File: src/rtl/bbhs_pkg.sv
// Package with register map, field layout, reset values and mode states of the sequencer.
package bbhs_pkg;
    localparam int          ADDR_W          = 4;
    localparam int          DATA_W          = 8;
    localparam logic [3:0]  ADDR_STATUS     = 4'h0;
    localparam logic [3:0]  ADDR_MODE       = 4'h8;
    localparam logic [3:0]  ADDR_VOLT       = 4'h9;
    localparam logic [3:0]  ADDR_BATT       = 4'ha;
    localparam logic [3:0]  ADDR_WARN       = 4'hb;
    localparam logic [3:0]  ADDR_STORE      = 4'hc;
    localparam logic [3:0]  ADDR_OPT        = 4'hd;

    // Status bit positions
    localparam int          ST_READY        = 0;
    localparam int          ST_EARLY        = 1;
    localparam int          ST_ALARM        = 2;
    localparam int          ST_LOWBAT       = 3;

    // Mode field, bits 2:0 of mode_control
    localparam int          MODE_LSB        = 0;
    localparam int          MODE_MSB        = 2;
    localparam logic [2:0]  MODE_STANDBY    = 3'h0;
    localparam logic [2:0]  MODE_ONDEMAND   = 3'h1;
    localparam logic [2:0]  MODE_CONTINUOUS = 3'h2;
    localparam logic [2:0]  MODE_ACTIVE     = 3'h4;

    // Early warning enable bit in warning_config
    localparam int          WARN_EN_BIT     = 7;

    localparam logic [7:0]  RST_MODE        = 8'h00;
    localparam logic [7:0]  RST_VOLT        = 8'h00;
    localparam logic [7:0]  RST_BATT        = 8'h00;
    localparam logic [7:0]  RST_WARN        = 8'h00;
    localparam logic [7:0]  RST_STORE       = 8'h00;
    localparam logic [7:0]  RST_OPT         = 8'h00;
    localparam logic [7:0]  READ_ZERO       = 8'h00;

    typedef enum logic [3:0] {
        S_STANDBY   = 4'b0001,
        S_OD_CHARGE = 4'b0010,
        S_CM_CHARGE = 4'b0100,
        S_ACTIVE    = 4'b1000
    } bbhs_state_type;
endpackage : bbhs_pkg

File: src/rtl/bbhs_flag_if.sv
// Interface carrying condition inputs and status flags between the sequencer and its flag keeper.
`timescale 1ns/1ns
interface bbhs_flag_if;
    logic isActive;
    logic isRunning;
    logic warnEnable;
    logic standbyEntry;
    logic capNearDepletion;
    logic regulationLost;
    logic batteryLow;
    logic earlyWarning;
    logic alarm;
    logic batteryDepleted;

    modport keeper (
        input  isActive,
        input  isRunning,
        input  warnEnable,
        input  standbyEntry,
        input  capNearDepletion,
        input  regulationLost,
        input  batteryLow,
        output earlyWarning,
        output alarm,
        output batteryDepleted
    );
    modport ctrl (
        output isActive,
        output isRunning,
        output warnEnable,
        output standbyEntry,
        output capNearDepletion,
        output regulationLost,
        output batteryLow,
        input  earlyWarning,
        input  alarm,
        input  batteryDepleted
    );
endinterface : bbhs_flag_if

File: src/rtl/bbhs_status_flags.sv
// Status flag keeper: early warning, regulation alarm and battery depleted indications.
`timescale 1ns/1ns
module bbhs_status_flags
    import bbhs_pkg::*;
(
    input  wire logic   clk,
    input  wire logic   rst,
    bbhs_flag_if.keeper flg
);
    logic next_earlyWarning;
    logic next_alarm;
    logic setWarn;
    logic setAlarm;

    // Set wins over the standby clear so a late event is never dropped
    assign setWarn           = flg.warnEnable && flg.isRunning && flg.capNearDepletion;
    assign setAlarm          = flg.isActive && flg.regulationLost;
    assign next_earlyWarning = setWarn || (flg.earlyWarning && !flg.standbyEntry);
    assign next_alarm        = setAlarm || (flg.alarm && !flg.standbyEntry);

    always_ff @(posedge clk or posedge rst) begin
        if (rst) begin
            flg.earlyWarning    <= 1'b0;
            flg.alarm           <= 1'b0;
            flg.batteryDepleted <= 1'b0;
        end else begin
            flg.earlyWarning    <= next_earlyWarning;
            flg.alarm           <= next_alarm;
            // Advisory only: never stops operation
            flg.batteryDepleted <= flg.batteryLow;
        end
    end
endmodule : bbhs_status_flags

File: src/rtl/bbhs_sequencer.sv
// Mode sequencer and register file of the battery booster, device side.
`timescale 1ns/1ns
module bbhs_sequencer
    import bbhs_pkg::*;
(
    input  wire logic              clk,
    input  wire logic              rst,
    input  wire logic              regWrite,
    input  wire logic              regRead,
    input  wire logic [ADDR_W-1:0] regAddr,
    input  wire logic [DATA_W-1:0] regWrData,
    output logic      [DATA_W-1:0] regRdData,
    input  wire logic              storeCharged,
    input  wire logic              outputAtSetpoint,
    input  wire logic              capNearDepletion,
    input  wire logic              regulationLost,
    input  wire logic              batteryLow,
    output logic                   readyPin,
    output logic                   chargeEnable,
    output logic                   regulateEnable,
    output logic      [DATA_W-1:0] voltageSetting,
    output logic      [DATA_W-1:0] batteryChargeConfig,
    output logic      [DATA_W-1:0] warningConfig,
    output logic      [DATA_W-1:0] storeLimitConfig,
    output logic      [DATA_W-1:0] optimizerConfig
);
    bbhs_state_type  state;
    bbhs_state_type  next_state;
    logic [DATA_W-1:0] modeControl;
    logic [DATA_W-1:0] statusFlags;
    logic [DATA_W-1:0] next_rdData;
    logic [2:0]        modeField;
    logic              wrMode;
    logic              wrVolt;
    logic              wrBatt;
    logic              wrWarn;
    logic              wrStore;
    logic              wrOpt;
    logic              cmdStandby;
    logic              cmdOnDemand;
    logic              cmdContinuous;
    logic              cmdActive;
    logic              readyLevel;
    logic              next_ready;
    logic              next_chargeEnable;
    logic              next_regulateEnable;
    logic              activeAtSetpoint;
    logic              contStoreFull;

    bbhs_flag_if flagBus ();

    bbhs_status_flags u_flags (
        .clk (clk),
        .rst (rst),
        .flg (flagBus.keeper)
    );

    // Address decode
    assign wrMode  = regWrite && (regAddr == ADDR_MODE);
    assign wrVolt  = regWrite && (regAddr == ADDR_VOLT);
    assign wrBatt  = regWrite && (regAddr == ADDR_BATT);
    assign wrWarn  = regWrite && (regAddr == ADDR_WARN);
    assign wrStore = regWrite && (regAddr == ADDR_STORE);
    assign wrOpt   = regWrite && (regAddr == ADDR_OPT);

    assign modeField     = regWrData[MODE_MSB:MODE_LSB];
    assign cmdStandby    = wrMode && (modeField == MODE_STANDBY);
    assign cmdOnDemand   = wrMode && (modeField == MODE_ONDEMAND);
    assign cmdContinuous = wrMode && (modeField == MODE_CONTINUOUS);
    assign cmdActive     = wrMode && (modeField == MODE_ACTIVE);

    // Mode sequencing; unsupported mode codes leave the state alone
    always_comb begin
        next_state = state;
        case (state)
            S_STANDBY: begin
                if (cmdOnDemand) begin
                    next_state = S_OD_CHARGE;
                end else if (cmdContinuous) begin
                    next_state = S_CM_CHARGE;
                end
            end
            S_OD_CHARGE: begin
                if (cmdStandby) begin
                    next_state = S_STANDBY;
                end else if (storeCharged) begin
                    next_state = S_ACTIVE;
                end
            end
            S_CM_CHARGE: begin
                if (cmdStandby) begin
                    next_state = S_STANDBY;
                end else if (cmdActive && storeCharged) begin
                    next_state = S_ACTIVE;
                end
            end
            S_ACTIVE: begin
                if (cmdStandby) begin
                    next_state = S_STANDBY;
                end else if (cmdContinuous) begin
                    next_state = S_CM_CHARGE;
                end
            end
            default: begin
                next_state = S_STANDBY;
            end
        endcase
    end

    assign flagBus.isActive         = (state == S_ACTIVE);
    assign flagBus.isRunning        = (state != S_STANDBY);
    assign flagBus.warnEnable       = warningConfig[WARN_EN_BIT];
    assign flagBus.standbyEntry     = cmdStandby;
    assign flagBus.capNearDepletion = capNearDepletion;
    assign flagBus.regulationLost   = regulationLost;
    assign flagBus.batteryLow       = batteryLow;

    // Continuous mode reports ready once storage is charged so host may go active
    assign activeAtSetpoint = (state == S_ACTIVE) && outputAtSetpoint;
    assign contStoreFull    = (state == S_CM_CHARGE) && storeCharged;
    assign readyLevel       = activeAtSetpoint || contStoreFull;
    // Early warning pulls the ready pin low so a pin watcher sees it without polling
    assign next_ready = readyLevel && !flagBus.earlyWarning;

    // Enables follow the next state so converter and state register never disagree
    assign next_chargeEnable   = (next_state == S_OD_CHARGE) || (next_state == S_CM_CHARGE);
    assign next_regulateEnable = (next_state == S_ACTIVE);

    always_comb begin
        statusFlags             = READ_ZERO;
        statusFlags[ST_READY]   = readyPin;
        statusFlags[ST_EARLY]   = flagBus.earlyWarning;
        statusFlags[ST_ALARM]   = flagBus.alarm;
        statusFlags[ST_LOWBAT]  = flagBus.batteryDepleted;
    end

    always_comb begin
        if (!regRead) begin
            next_rdData = READ_ZERO;
        end else if (regAddr == ADDR_STATUS) begin
            next_rdData = statusFlags;
        end else if (regAddr == ADDR_MODE) begin
            next_rdData = modeControl;
        end else if (regAddr == ADDR_VOLT) begin
            next_rdData = voltageSetting;
        end else if (regAddr == ADDR_BATT) begin
            next_rdData = batteryChargeConfig;
        end else if (regAddr == ADDR_WARN) begin
            next_rdData = warningConfig;
        end else if (regAddr == ADDR_STORE) begin
            next_rdData = storeLimitConfig;
        end else if (regAddr == ADDR_OPT) begin
            next_rdData = optimizerConfig;
        end else begin
            next_rdData = READ_ZERO;
        end
    end

    always_ff @(posedge clk or posedge rst) begin
        if (rst) begin
            state          <= S_STANDBY;
            readyPin       <= 1'b0;
            chargeEnable   <= 1'b0;
            regulateEnable <= 1'b0;
        end else begin
            state          <= next_state;
            readyPin       <= next_ready;
            chargeEnable   <= next_chargeEnable;
            regulateEnable <= next_regulateEnable;
        end
    end

    // Read data falls back to zero after one cycle so a stale answer never looks fresh
    always_ff @(posedge clk or posedge rst) begin
        if (rst) begin
            regRdData <= READ_ZERO;
        end else begin
            regRdData <= next_rdData;
        end
    end

    // Configuration registers feed the converter; setpoint and fixed voltage in voltage_setting
    always_ff @(posedge clk or posedge rst) begin
        if (rst) begin
            modeControl         <= RST_MODE;
            voltageSetting      <= RST_VOLT;
            batteryChargeConfig <= RST_BATT;
            warningConfig       <= RST_WARN;
            storeLimitConfig    <= RST_STORE;
            optimizerConfig     <= RST_OPT;
        end else begin
            if (wrMode) begin
                // Whole byte kept even when the transition is refused, so readback shows the last command
                modeControl <= regWrData;
            end
            if (wrVolt) begin
                voltageSetting <= regWrData;
            end
            if (wrBatt) begin
                batteryChargeConfig <= regWrData;
            end
            if (wrWarn) begin
                warningConfig <= regWrData;
            end
            if (wrStore) begin
                storeLimitConfig <= regWrData;
            end
            if (wrOpt) begin
                optimizerConfig <= regWrData;
            end
        end
    end
endmodule : bbhs_sequencer

File: config.mk
export PLATFORM = sky130hd
export DESIGN_NAME = bbhs_sequencer
export DESIGN_NICKNAME = d
export VERILOG_FILES = /design/src/rtl/bbhs_pkg.sv /design/src/rtl/bbhs_flag_if.sv /design/src/rtl/bbhs_status_flags.sv /design/src/rtl/bbhs_sequencer.sv
export SDC_FILE = /design/constraint.sdc
export NUM_CORES = 1
export LEC_CHECK = 0
export ABC_CLOCK_PERIOD_IN_PS = 1900
export BUFFER_PORTS_ARGS = -buffer_cell sky130_fd_sc_hd__buf_2
export CORE_MARGIN = 2
export CORE_UTILIZATION = 35
export CTS_CLUSTER_SIZE = 10
export DETAILED_ROUTE_END_ITERATION = 16
export PLACE_DENSITY = 0.63
export SLEW_MARGIN = 40
export SYNTH_ARGS = -nofsm -noshare
export SYNTH_HDL_FRONTEND = slang
export SYNTH_SLANG_ARGS = --single-unit
File: constraint.sdc
create_clock -name clk -period 1.9 [get_ports clk]
set_clock_uncertainty 0.2 [all_clocks]
set_input_delay 0.19 -clock clk [delete_from_list [all_inputs] [get_ports clk]]
set_output_delay 0.19 -clock clk [all_outputs]
set_load 0.005 [all_outputs]
==> impl_metrics.py, run 1 <==
metrics = {
    "route": {
        "drc": 0,
        "first_pass_iters": 4,
        "drt_iter0_markers": 99,
        "drt_wl_total_um": 8610,
        "via_per_inst": 5.29,
        "ant_nets": 0,
        "wl_per_cell_um": 18.0,
        "num_vias": 2532,
    },
    "synth": {
        "syn-num-nets": 280,
        "syn_area_sq_um": 3170,
        "ys_types": 52,
        "synth_edf_count": 0,
        "synth_area_per_cell_sq_um": 12.3,
        "syn_inst": 259,
        "async_flop_share_pct": 100,
        "synth_compound_area_share_pct": 12.0,
        "seq_area_frac_synth_pct": 52.1,
        "synthXorXnorAreaFrac_pct": 0.276,
        "yosys.area_share.adder_pct": 0,
        "synth_warnings": 0,
        "synth_seq_cells": 66,
        "synth_flop_cell": "dfrtp_1",
        "synthMuxAreaShare_pct": 20.2,
        "synth_top_family_by_area": "multiplexers",
        "synth-simple-area-share_pct": 13.0,
    },
    "layout": {
        "area_growth_pct": 31.6,
        "nets": 387,
        "antennaDiodeCount": 0,
        "final_common_cell": "buf_2",
        "fillers": 818,
        "layout_common_cells": "buf_2 (71), dfrtp_1 (65), mux2_2 (48)",
        "fin_util_pct": 47.7,
        "drive_above_1_share_pct": 47.4,
    },
    "floorplan": {
        "die_y_um": 99.2,
        "die-area_sq_um": 9850,
        "rows": 34,
        "die_w_um": 99.2,
        "num_io_pins": 72,
        "initial_utilization_pct": 36.2,
        "core-area_sq_um": 8760,
    },
    "timing": {
        "drv_slew": 0,
        "finalHoldViolations": 0,
        "tightestPinTransition_ns": 0.447,
        "final.period_utilization_pct": 97.3,
        "timing.fmax_mhz": 541,
        "setup_ws_ns": 0.0512,
        "finalCriticalPeriod_ns": 1.85,
        "fin_setup_tns_ns": 0,
        "setup_viol": 0,
        "slew-limit-headroom_pct": 70.1,
    },
    "grt": {
        "grt_pass1_wl_um": 13900,
        "grtUsageTotal_pct": 18.1,
        "grt_pass1_vias": 2587,
        "overflow": 0,
        "grt_max_degree": 50,
        "antenna_found_initial": 0,
    },
    "power_and_ir_drop": {
        "pwr-share-clk_pct": 32.0,
        "sw_frac_of_total_pct": 29.1,
        "p_sw_mw": 1.22,
        "vdd_drop_max_mv": 0.463,
        "power_density_nw_per_um2": 1000,
        "combPwrFrac_pct": 22.4,
        "leakagePower_nw": 1.99,
        "internal-power_mw": 2.97,
        "seqPwrFrac_pct": 45.6,
    },
    "worst_setup_path": {
        "path_max_fanout": 4,
        "cp.arrival_ns": 1.92,
        "start_kind": "flop",
        "crit_type": "flop to flop",
        "required_ns": 1.97,
        "end_kind": "flop",
    },
    "placement": {
        "hpwl_um": 6330,
        "dpl_worst_slack_ns": 0.0577,
        "place_congestion": 0.863,
        "portBuffers": 71,
    },
    "clock_tree": {
        "cts.path.max_buffers": 2,
        "clock_latency_ns": 0.35,
        "cts_root_buf": "clkbuf_8",
        "cts_tree": "built",
        "post_cts_buffers": 0,
        "cts_buffers": 9,
        "cts_max_level": 3,
        "cts.clk_slew.worst_paths_ns": 0.08,
        "clock-sinks": 66,
    },
    "job": {
        "maxCapViolCount": 0,
    },
    "worst_hold_path": {
        "holdCritPathClass": "input port to flop",
    },
    "outcome": {
        "run_status": "completed",
    },
}
==> stage by stage <==
stage / power, mW / hold WS [ns] / cell area (sq um) / instances
3_3_place_gp: 2.82 / 0.0216 / 3810 / 450
2_1_floorplan: 2.41 / 0.0214 / 3180 / 259
4_1_cts: 4.22 / 0.0788 / 4170 / 479
6_report: 4.19 / 0.0946 / 4180 / 479
5_1_grt: 4.42 / 0.0946 / 4180 / 479
3_5_place_dp: 2.85 / 0.0220 / 3810 / 450
==> cell type report <==
class / count / area [sq um] / area share, %
flip-flops and latches: 66 / 1650 / 39.6
multi-input cells: 176 / 1450 / 34.8
repair buffers: 108 / 691 / 16.5
well taps: 108 / 135 / 3.23
clock buffers: 9 / 124 / 2.96
clock inverters: 7 / 98.8 / 2.37
inverters: 5 / 22.5 / 0.539
==> worst paths after layout <==
check | to | depth (start not counted) | slack, ns | startpoint
max reg2reg | chargeEnable$_DFF_PP0_ | 4 | 0.05 | state[0]$_DFF_PP1_
max | chargeEnable$_DFF_PP0_ | 4 | 0.05 | state[0]$_DFF_PP1_
min reg2reg | readyPin$_DFF_PP0_ | 1 | 0.29 | u_flags.flg.earlyWarning$_DFF_PP0_
min | state[2]$_DFF_PP0_ | 3 | 0.09 | regWrData[1]
min in group asynchronous | optimizerConfig[1]$_DFFE_PP0P_ | 3 | 0.20 | rst
max in group asynchronous | warningConfig[5]$_DFFE_PP0P_ | 4 | 0.71 | rst
==> repair_timing <==
item / CTS / global route
setup endpoints to repair: 0 / 1
hold buffers: 13 / 0
hold endpoints to repair: 58 / 0
resized for setup: 0 / 2
==> state kept, by name, summed over array words and instances, names as in the netlist <==
register                     count
readyPin                         1
warningConfig                    8
regRdData                        8
batteryChargeConfig              8
u_flags.flg.alarm                1
chargeEnable                     1
state                            4
optimizerConfig                  8
u_flags.flg.batteryDepleted      1
regulateEnable                   1
u_flags.flg.earlyWarning         1
storeLimitConfig                 8
modeControl                      8
voltageSetting                   8
==> layer usage <==
metal / vias up / wire length, um / track usage, % / part of all wire, %
met4: 0 / 87 / 4.95 / 1.0
li1: 1177 / - / - / -
met2: 75 / 4280 / 29.6 / 50
met1: 1272 / 3800 / 24.5 / 44
met3: 8 / 446 / 3.87 / 5.2
met5: - / 0 / 0 / 0
==> Yosys cell counts (2+ instances only) <==
cell type  number  area, sq um
and2_1          3         18.8
o32ai_1         6         52.6
nand2b_1        4         25.0
buf_2           9         45.0
a21oi_1         8         40.0
nor2b_1         2         12.5
mux2_2         48          541
mux2i_1        10          100
o21ai_0         9         45.0
o2bb2ai_1       2         17.5
a32o_1          6         60.1
nand3_1         6         30.0
nor2_1         13         48.8
clkbuf_1        2         7.51
inv_1           5         18.8
nor3b_2         2         25.0
nand2_1        22         82.6
o2111ai_1       2         17.5
o21bai_1        3         22.5
dfrtp_1        65         1630
==> critical path, stage by stage (launching register included) <==
cell      delay (ns)
dfstp_2         0.59
nor4b_4         0.26
a211oi_1        0.10
or3b_4          0.42
a211oi_2        0.20
==> logic make-up after synthesis <==
family | count (synthesis)
AND/OR/NAND/NOR | 67
flip-flops | 66
multiplexers | 58
AO/OA/AOI/OAI | 50
buffers and inverters | 17
XOR/XNOR | 1
==> power groups by stage <==
| stage | logic, mW | clock network, mW | registers, mW |
|---|---|---|---|
| after floorplan | 0.506 | 0 | 1.91 |
| after global placement | 0.893 | 0 | 1.92 |
| after detailed placement | 0.914 | 0 | 1.94 |
| after CTS | 0.939 | 1.37 | 1.91 |
| after global routing | 1.03 | 1.44 | 1.96 |
| final | 0.937 | 1.34 | 1.91 |
(Power assumes the default switching activity.)
==> inputs of run 2 (changes only) <==
Settings changed: ABC_AREA set to 1, SKIP_LAST_GASP set to 1.
==> impl_metrics.py, run 2 <==
metrics = {
    "worst_setup_path": {
        "path_max_fanout": 3,
        "reg2regPathDepth": 6,
        "required_ns": 1.98,
        "cp_top_family": "buffers and inverters",
        "rr_endpoint": "readyPin$_DFF_PP0_",
        "crit_buf_inv": 2,
        "r2r_start": "state[0]$_DFF_PP1_",
        "crit_type": "flop to flop",
        "cp_common_cell": "nor2_2",
        "r2r_setup_slack_ns": 0.14,
        "end_kind": "flop",
        "worstPathCellList": "nor2_2 > inv_1 > nor2_2 > nand2_1 > a21oi_1 > dlygate4sd3_1",
        "critPathSlowestCell": "dlygate4sd3_1",
        "start_kind": "flop",
        "cp.arrival_ns": 1.84,
        "cp_slowest_stage_delay_ns": 0.55,
    },
    "clock_tree": {
        "clock_latency_ns": 0.35,
        "cts.clk_slew.worst_paths_ns": 0.08,
        "cts_tree": "built",
        "cts_root_buf": "clkbuf_8",
        "cts_buffers": 9,
        "clock-sinks": 66,
        "cts.path.max_buffers": 2,
        "cts_max_level": 3,
    },
    "grt": {
        "grt_pass1_wl_um": 13600,
        "grt_pass1_vias": 2773,
        "overflow": 0,
        "grtUsageTotal_pct": 17.8,
        "grt_max_degree": 50,
        "antenna_found_initial": 0,
    },
    "layout": {
        "fillers": 872,
        "final_common_cell": "nand2_1",
        "area_growth_pct": 27.0,
        "antennaDiodeCount": 0,
        "fin_util_pct": 45.2,
        "stdcell_count": 583,
        "drive_above_1_share_pct": 23.2,
        "layout_common_cells": "nand2_1 (111), buf_2 (71), dfrtp_1 (65)",
        "nets": 491,
    },
    "synth": {
        "synth_warnings": 0,
        "synth_top_area_share_pct": 53.0,
        "synth_common_cells": "nand2_1 (111), dfrtp_1 (65), o21ai_0 (42)",
        "syn-num-nets": 402,
        "synthTopCellsByArea": "dfrtp_1 (53%), nand2_1 (14%), o21ai_0 (6.8%), nand3_1 (5.4%), inv_1 (5.0%)",
        "seq_area_frac_synth_pct": 53.8,
        "synth_edf_count": 0,
        "syn_area_sq_um": 3070,
        "synth_seq_cells": 66,
        "syn_inst": 381,
        "ys_types": 27,
        "synth_flop_cell": "dfrtp_1",
        "synth_area_per_cell_sq_um": 8.06,
        "synth_top_area_cell": "dfrtp_1",
        "yosysMostFrequentCell": "nand2_1",
        "async_flop_share_pct": 100,
    },
    "timing": {
        "grt_setup_unrepaired": "no",
        "slew-limit-headroom_pct": 69.6,
        "drv_slew": 0,
        "holdWs_ns": 0.0171,
        "fin_setup_tns_ns": 0,
        "setup_viol": 0,
        "timing.fmax_mhz": 570,
        "final.period_utilization_pct": 92.4,
        "finalHoldViolations": 0,
        "tightestPinTransition_ns": 0.455,
        "finalCriticalPeriod_ns": 1.76,
    },
    "floorplan": {
        "initial_utilization_pct": 35.6,
        "die_y_um": 97.7,
        "die-area_sq_um": 9540,
        "core-area_sq_um": 8640,
        "rows": 34,
        "num_io_pins": 72,
        "die_w_um": 97.7,
    },
    "placement": {
        "dp.cells": 556,
        "portBuffers": 71,
        "hpwl_um": 5950,
        "place_congestion": 0.934,
    },
    "worst_hold_path": {
        "holdCritPathClass": "input port to flop",
        "min_from": "regWrData[4]",
        "min_path_cells": 3,
        "holdPathEnd": "voltageSetting[4]$_DFFE_PP0P_",
    },
    "power_and_ir_drop": {
        "vdd_drop_max_mv": 0.384,
        "total_power_mw": 3.88,
        "leakagePower_nw": 2.12,
        "power_density_nw_per_um2": 995,
    },
    "route": {
        "wl_per_cell_um": 13.7,
        "drc": 0,
        "first_pass_iters": 4,
        "drt_iter0_markers": 181,
        "via_per_inst": 4.67,
        "ant_nets": 0,
        "num_vias": 2725,
        "drt_wl_total_um": 7990,
    },
    "outcome": {
        "run_status": "completed",
    },
    "job": {
        "maxCapViolCount": 0,
    },
}
-- run 2: layout make-up --
class	instances	area, sq um	share of cell area [%]
clock buffer	10	138	3.53
clock inverter	6	88.8	2.28
tap	108	135	3.46
timing repair buffer	86	508	13.0
inverter	45	174	4.46
sequential	66	1650	42.4
multi-input combinational	262	1210	30.9
-- run 2: worst max path at each step --
stage | start | cells after the start | to | slack [ns]
5_1_grt | state[0]$_DFF_PP1_ | 6 | readyPin$_DFF_PP0_ | 0.04
3_5_place_dp | regAddr[1] | 9 | chargeEnable$_DFF_PP0_ | 0.18
4_1_cts | state[0]$_DFF_PP1_ | 6 | readyPin$_DFF_PP0_ | 0.04
3_3_place_gp | regAddr[1] | 9 | chargeEnable$_DFF_PP0_ | 0.21
2_1_floorplan | state[0]$_DFF_PP1_ | 9 | chargeEnable$_DFF_PP0_ | 0.55
6_report | state[0]$_DFF_PP1_ | 6 | readyPin$_DFF_PP0_ | 0.14
-- run 2: worst reg2reg max path, cell delays in order (launching register included) --
cell and delay (ns):
dfstp_2 0.38, nor2_2 0.13, inv_1 0.10, nor2_2 0.15
nand2_1 0.07, a21oi_1 0.12, dlygate4sd3_1 0.55
-- run 2: cell families (layout without fill, tap and decap cells) --
family / Yosys count / after routing / share of synthesized area, %
compound gates: 65 / 65 / 10.9
buf+inv: 53 / 147 / 7.33
flops: 66 / 66 / 53.8
simple gates: 197 / 197 / 28.0
-- run 2: per-layer routing --
layer  part of all wire (%)  up-vias  wire (um)  global-route usage, %
met2                     48       60       3850                   27.5
met3                    4.4        5        353                   5.04
met4                   0.85        0         68                   4.91
met5                      0        -          0                      0
met1                     47     1265       3720                   24.8
li1                       -     1395          -                      -
-- run 2: power by group --
part / internal, mW / switching, mW / leakage [nW]
combinational: 0.311 / 0.376 / 1.16
clock: 0.777 / 0.573 / 0.109
sequential: 1.65 / 0.194 / 0.851
-- run 2: timing repair --
item	CTS	global route
gates resized for setup	0	4
setup buffers	0	0
hold endpoints to repair	29	0
endpoints found under the setup margin	0	1
hold buffers	11	0
-- run 2: metrics by stage --
step	worst slack [ns]	area, sq um
2_1_floorplan	0.552	3080
3_3_place_gp	0.213	3550
3_5_place_dp	0.177	3550
4_1_cts	0.0383	3890
5_1_grt	0.0370	3900
6_report	0.144	3900
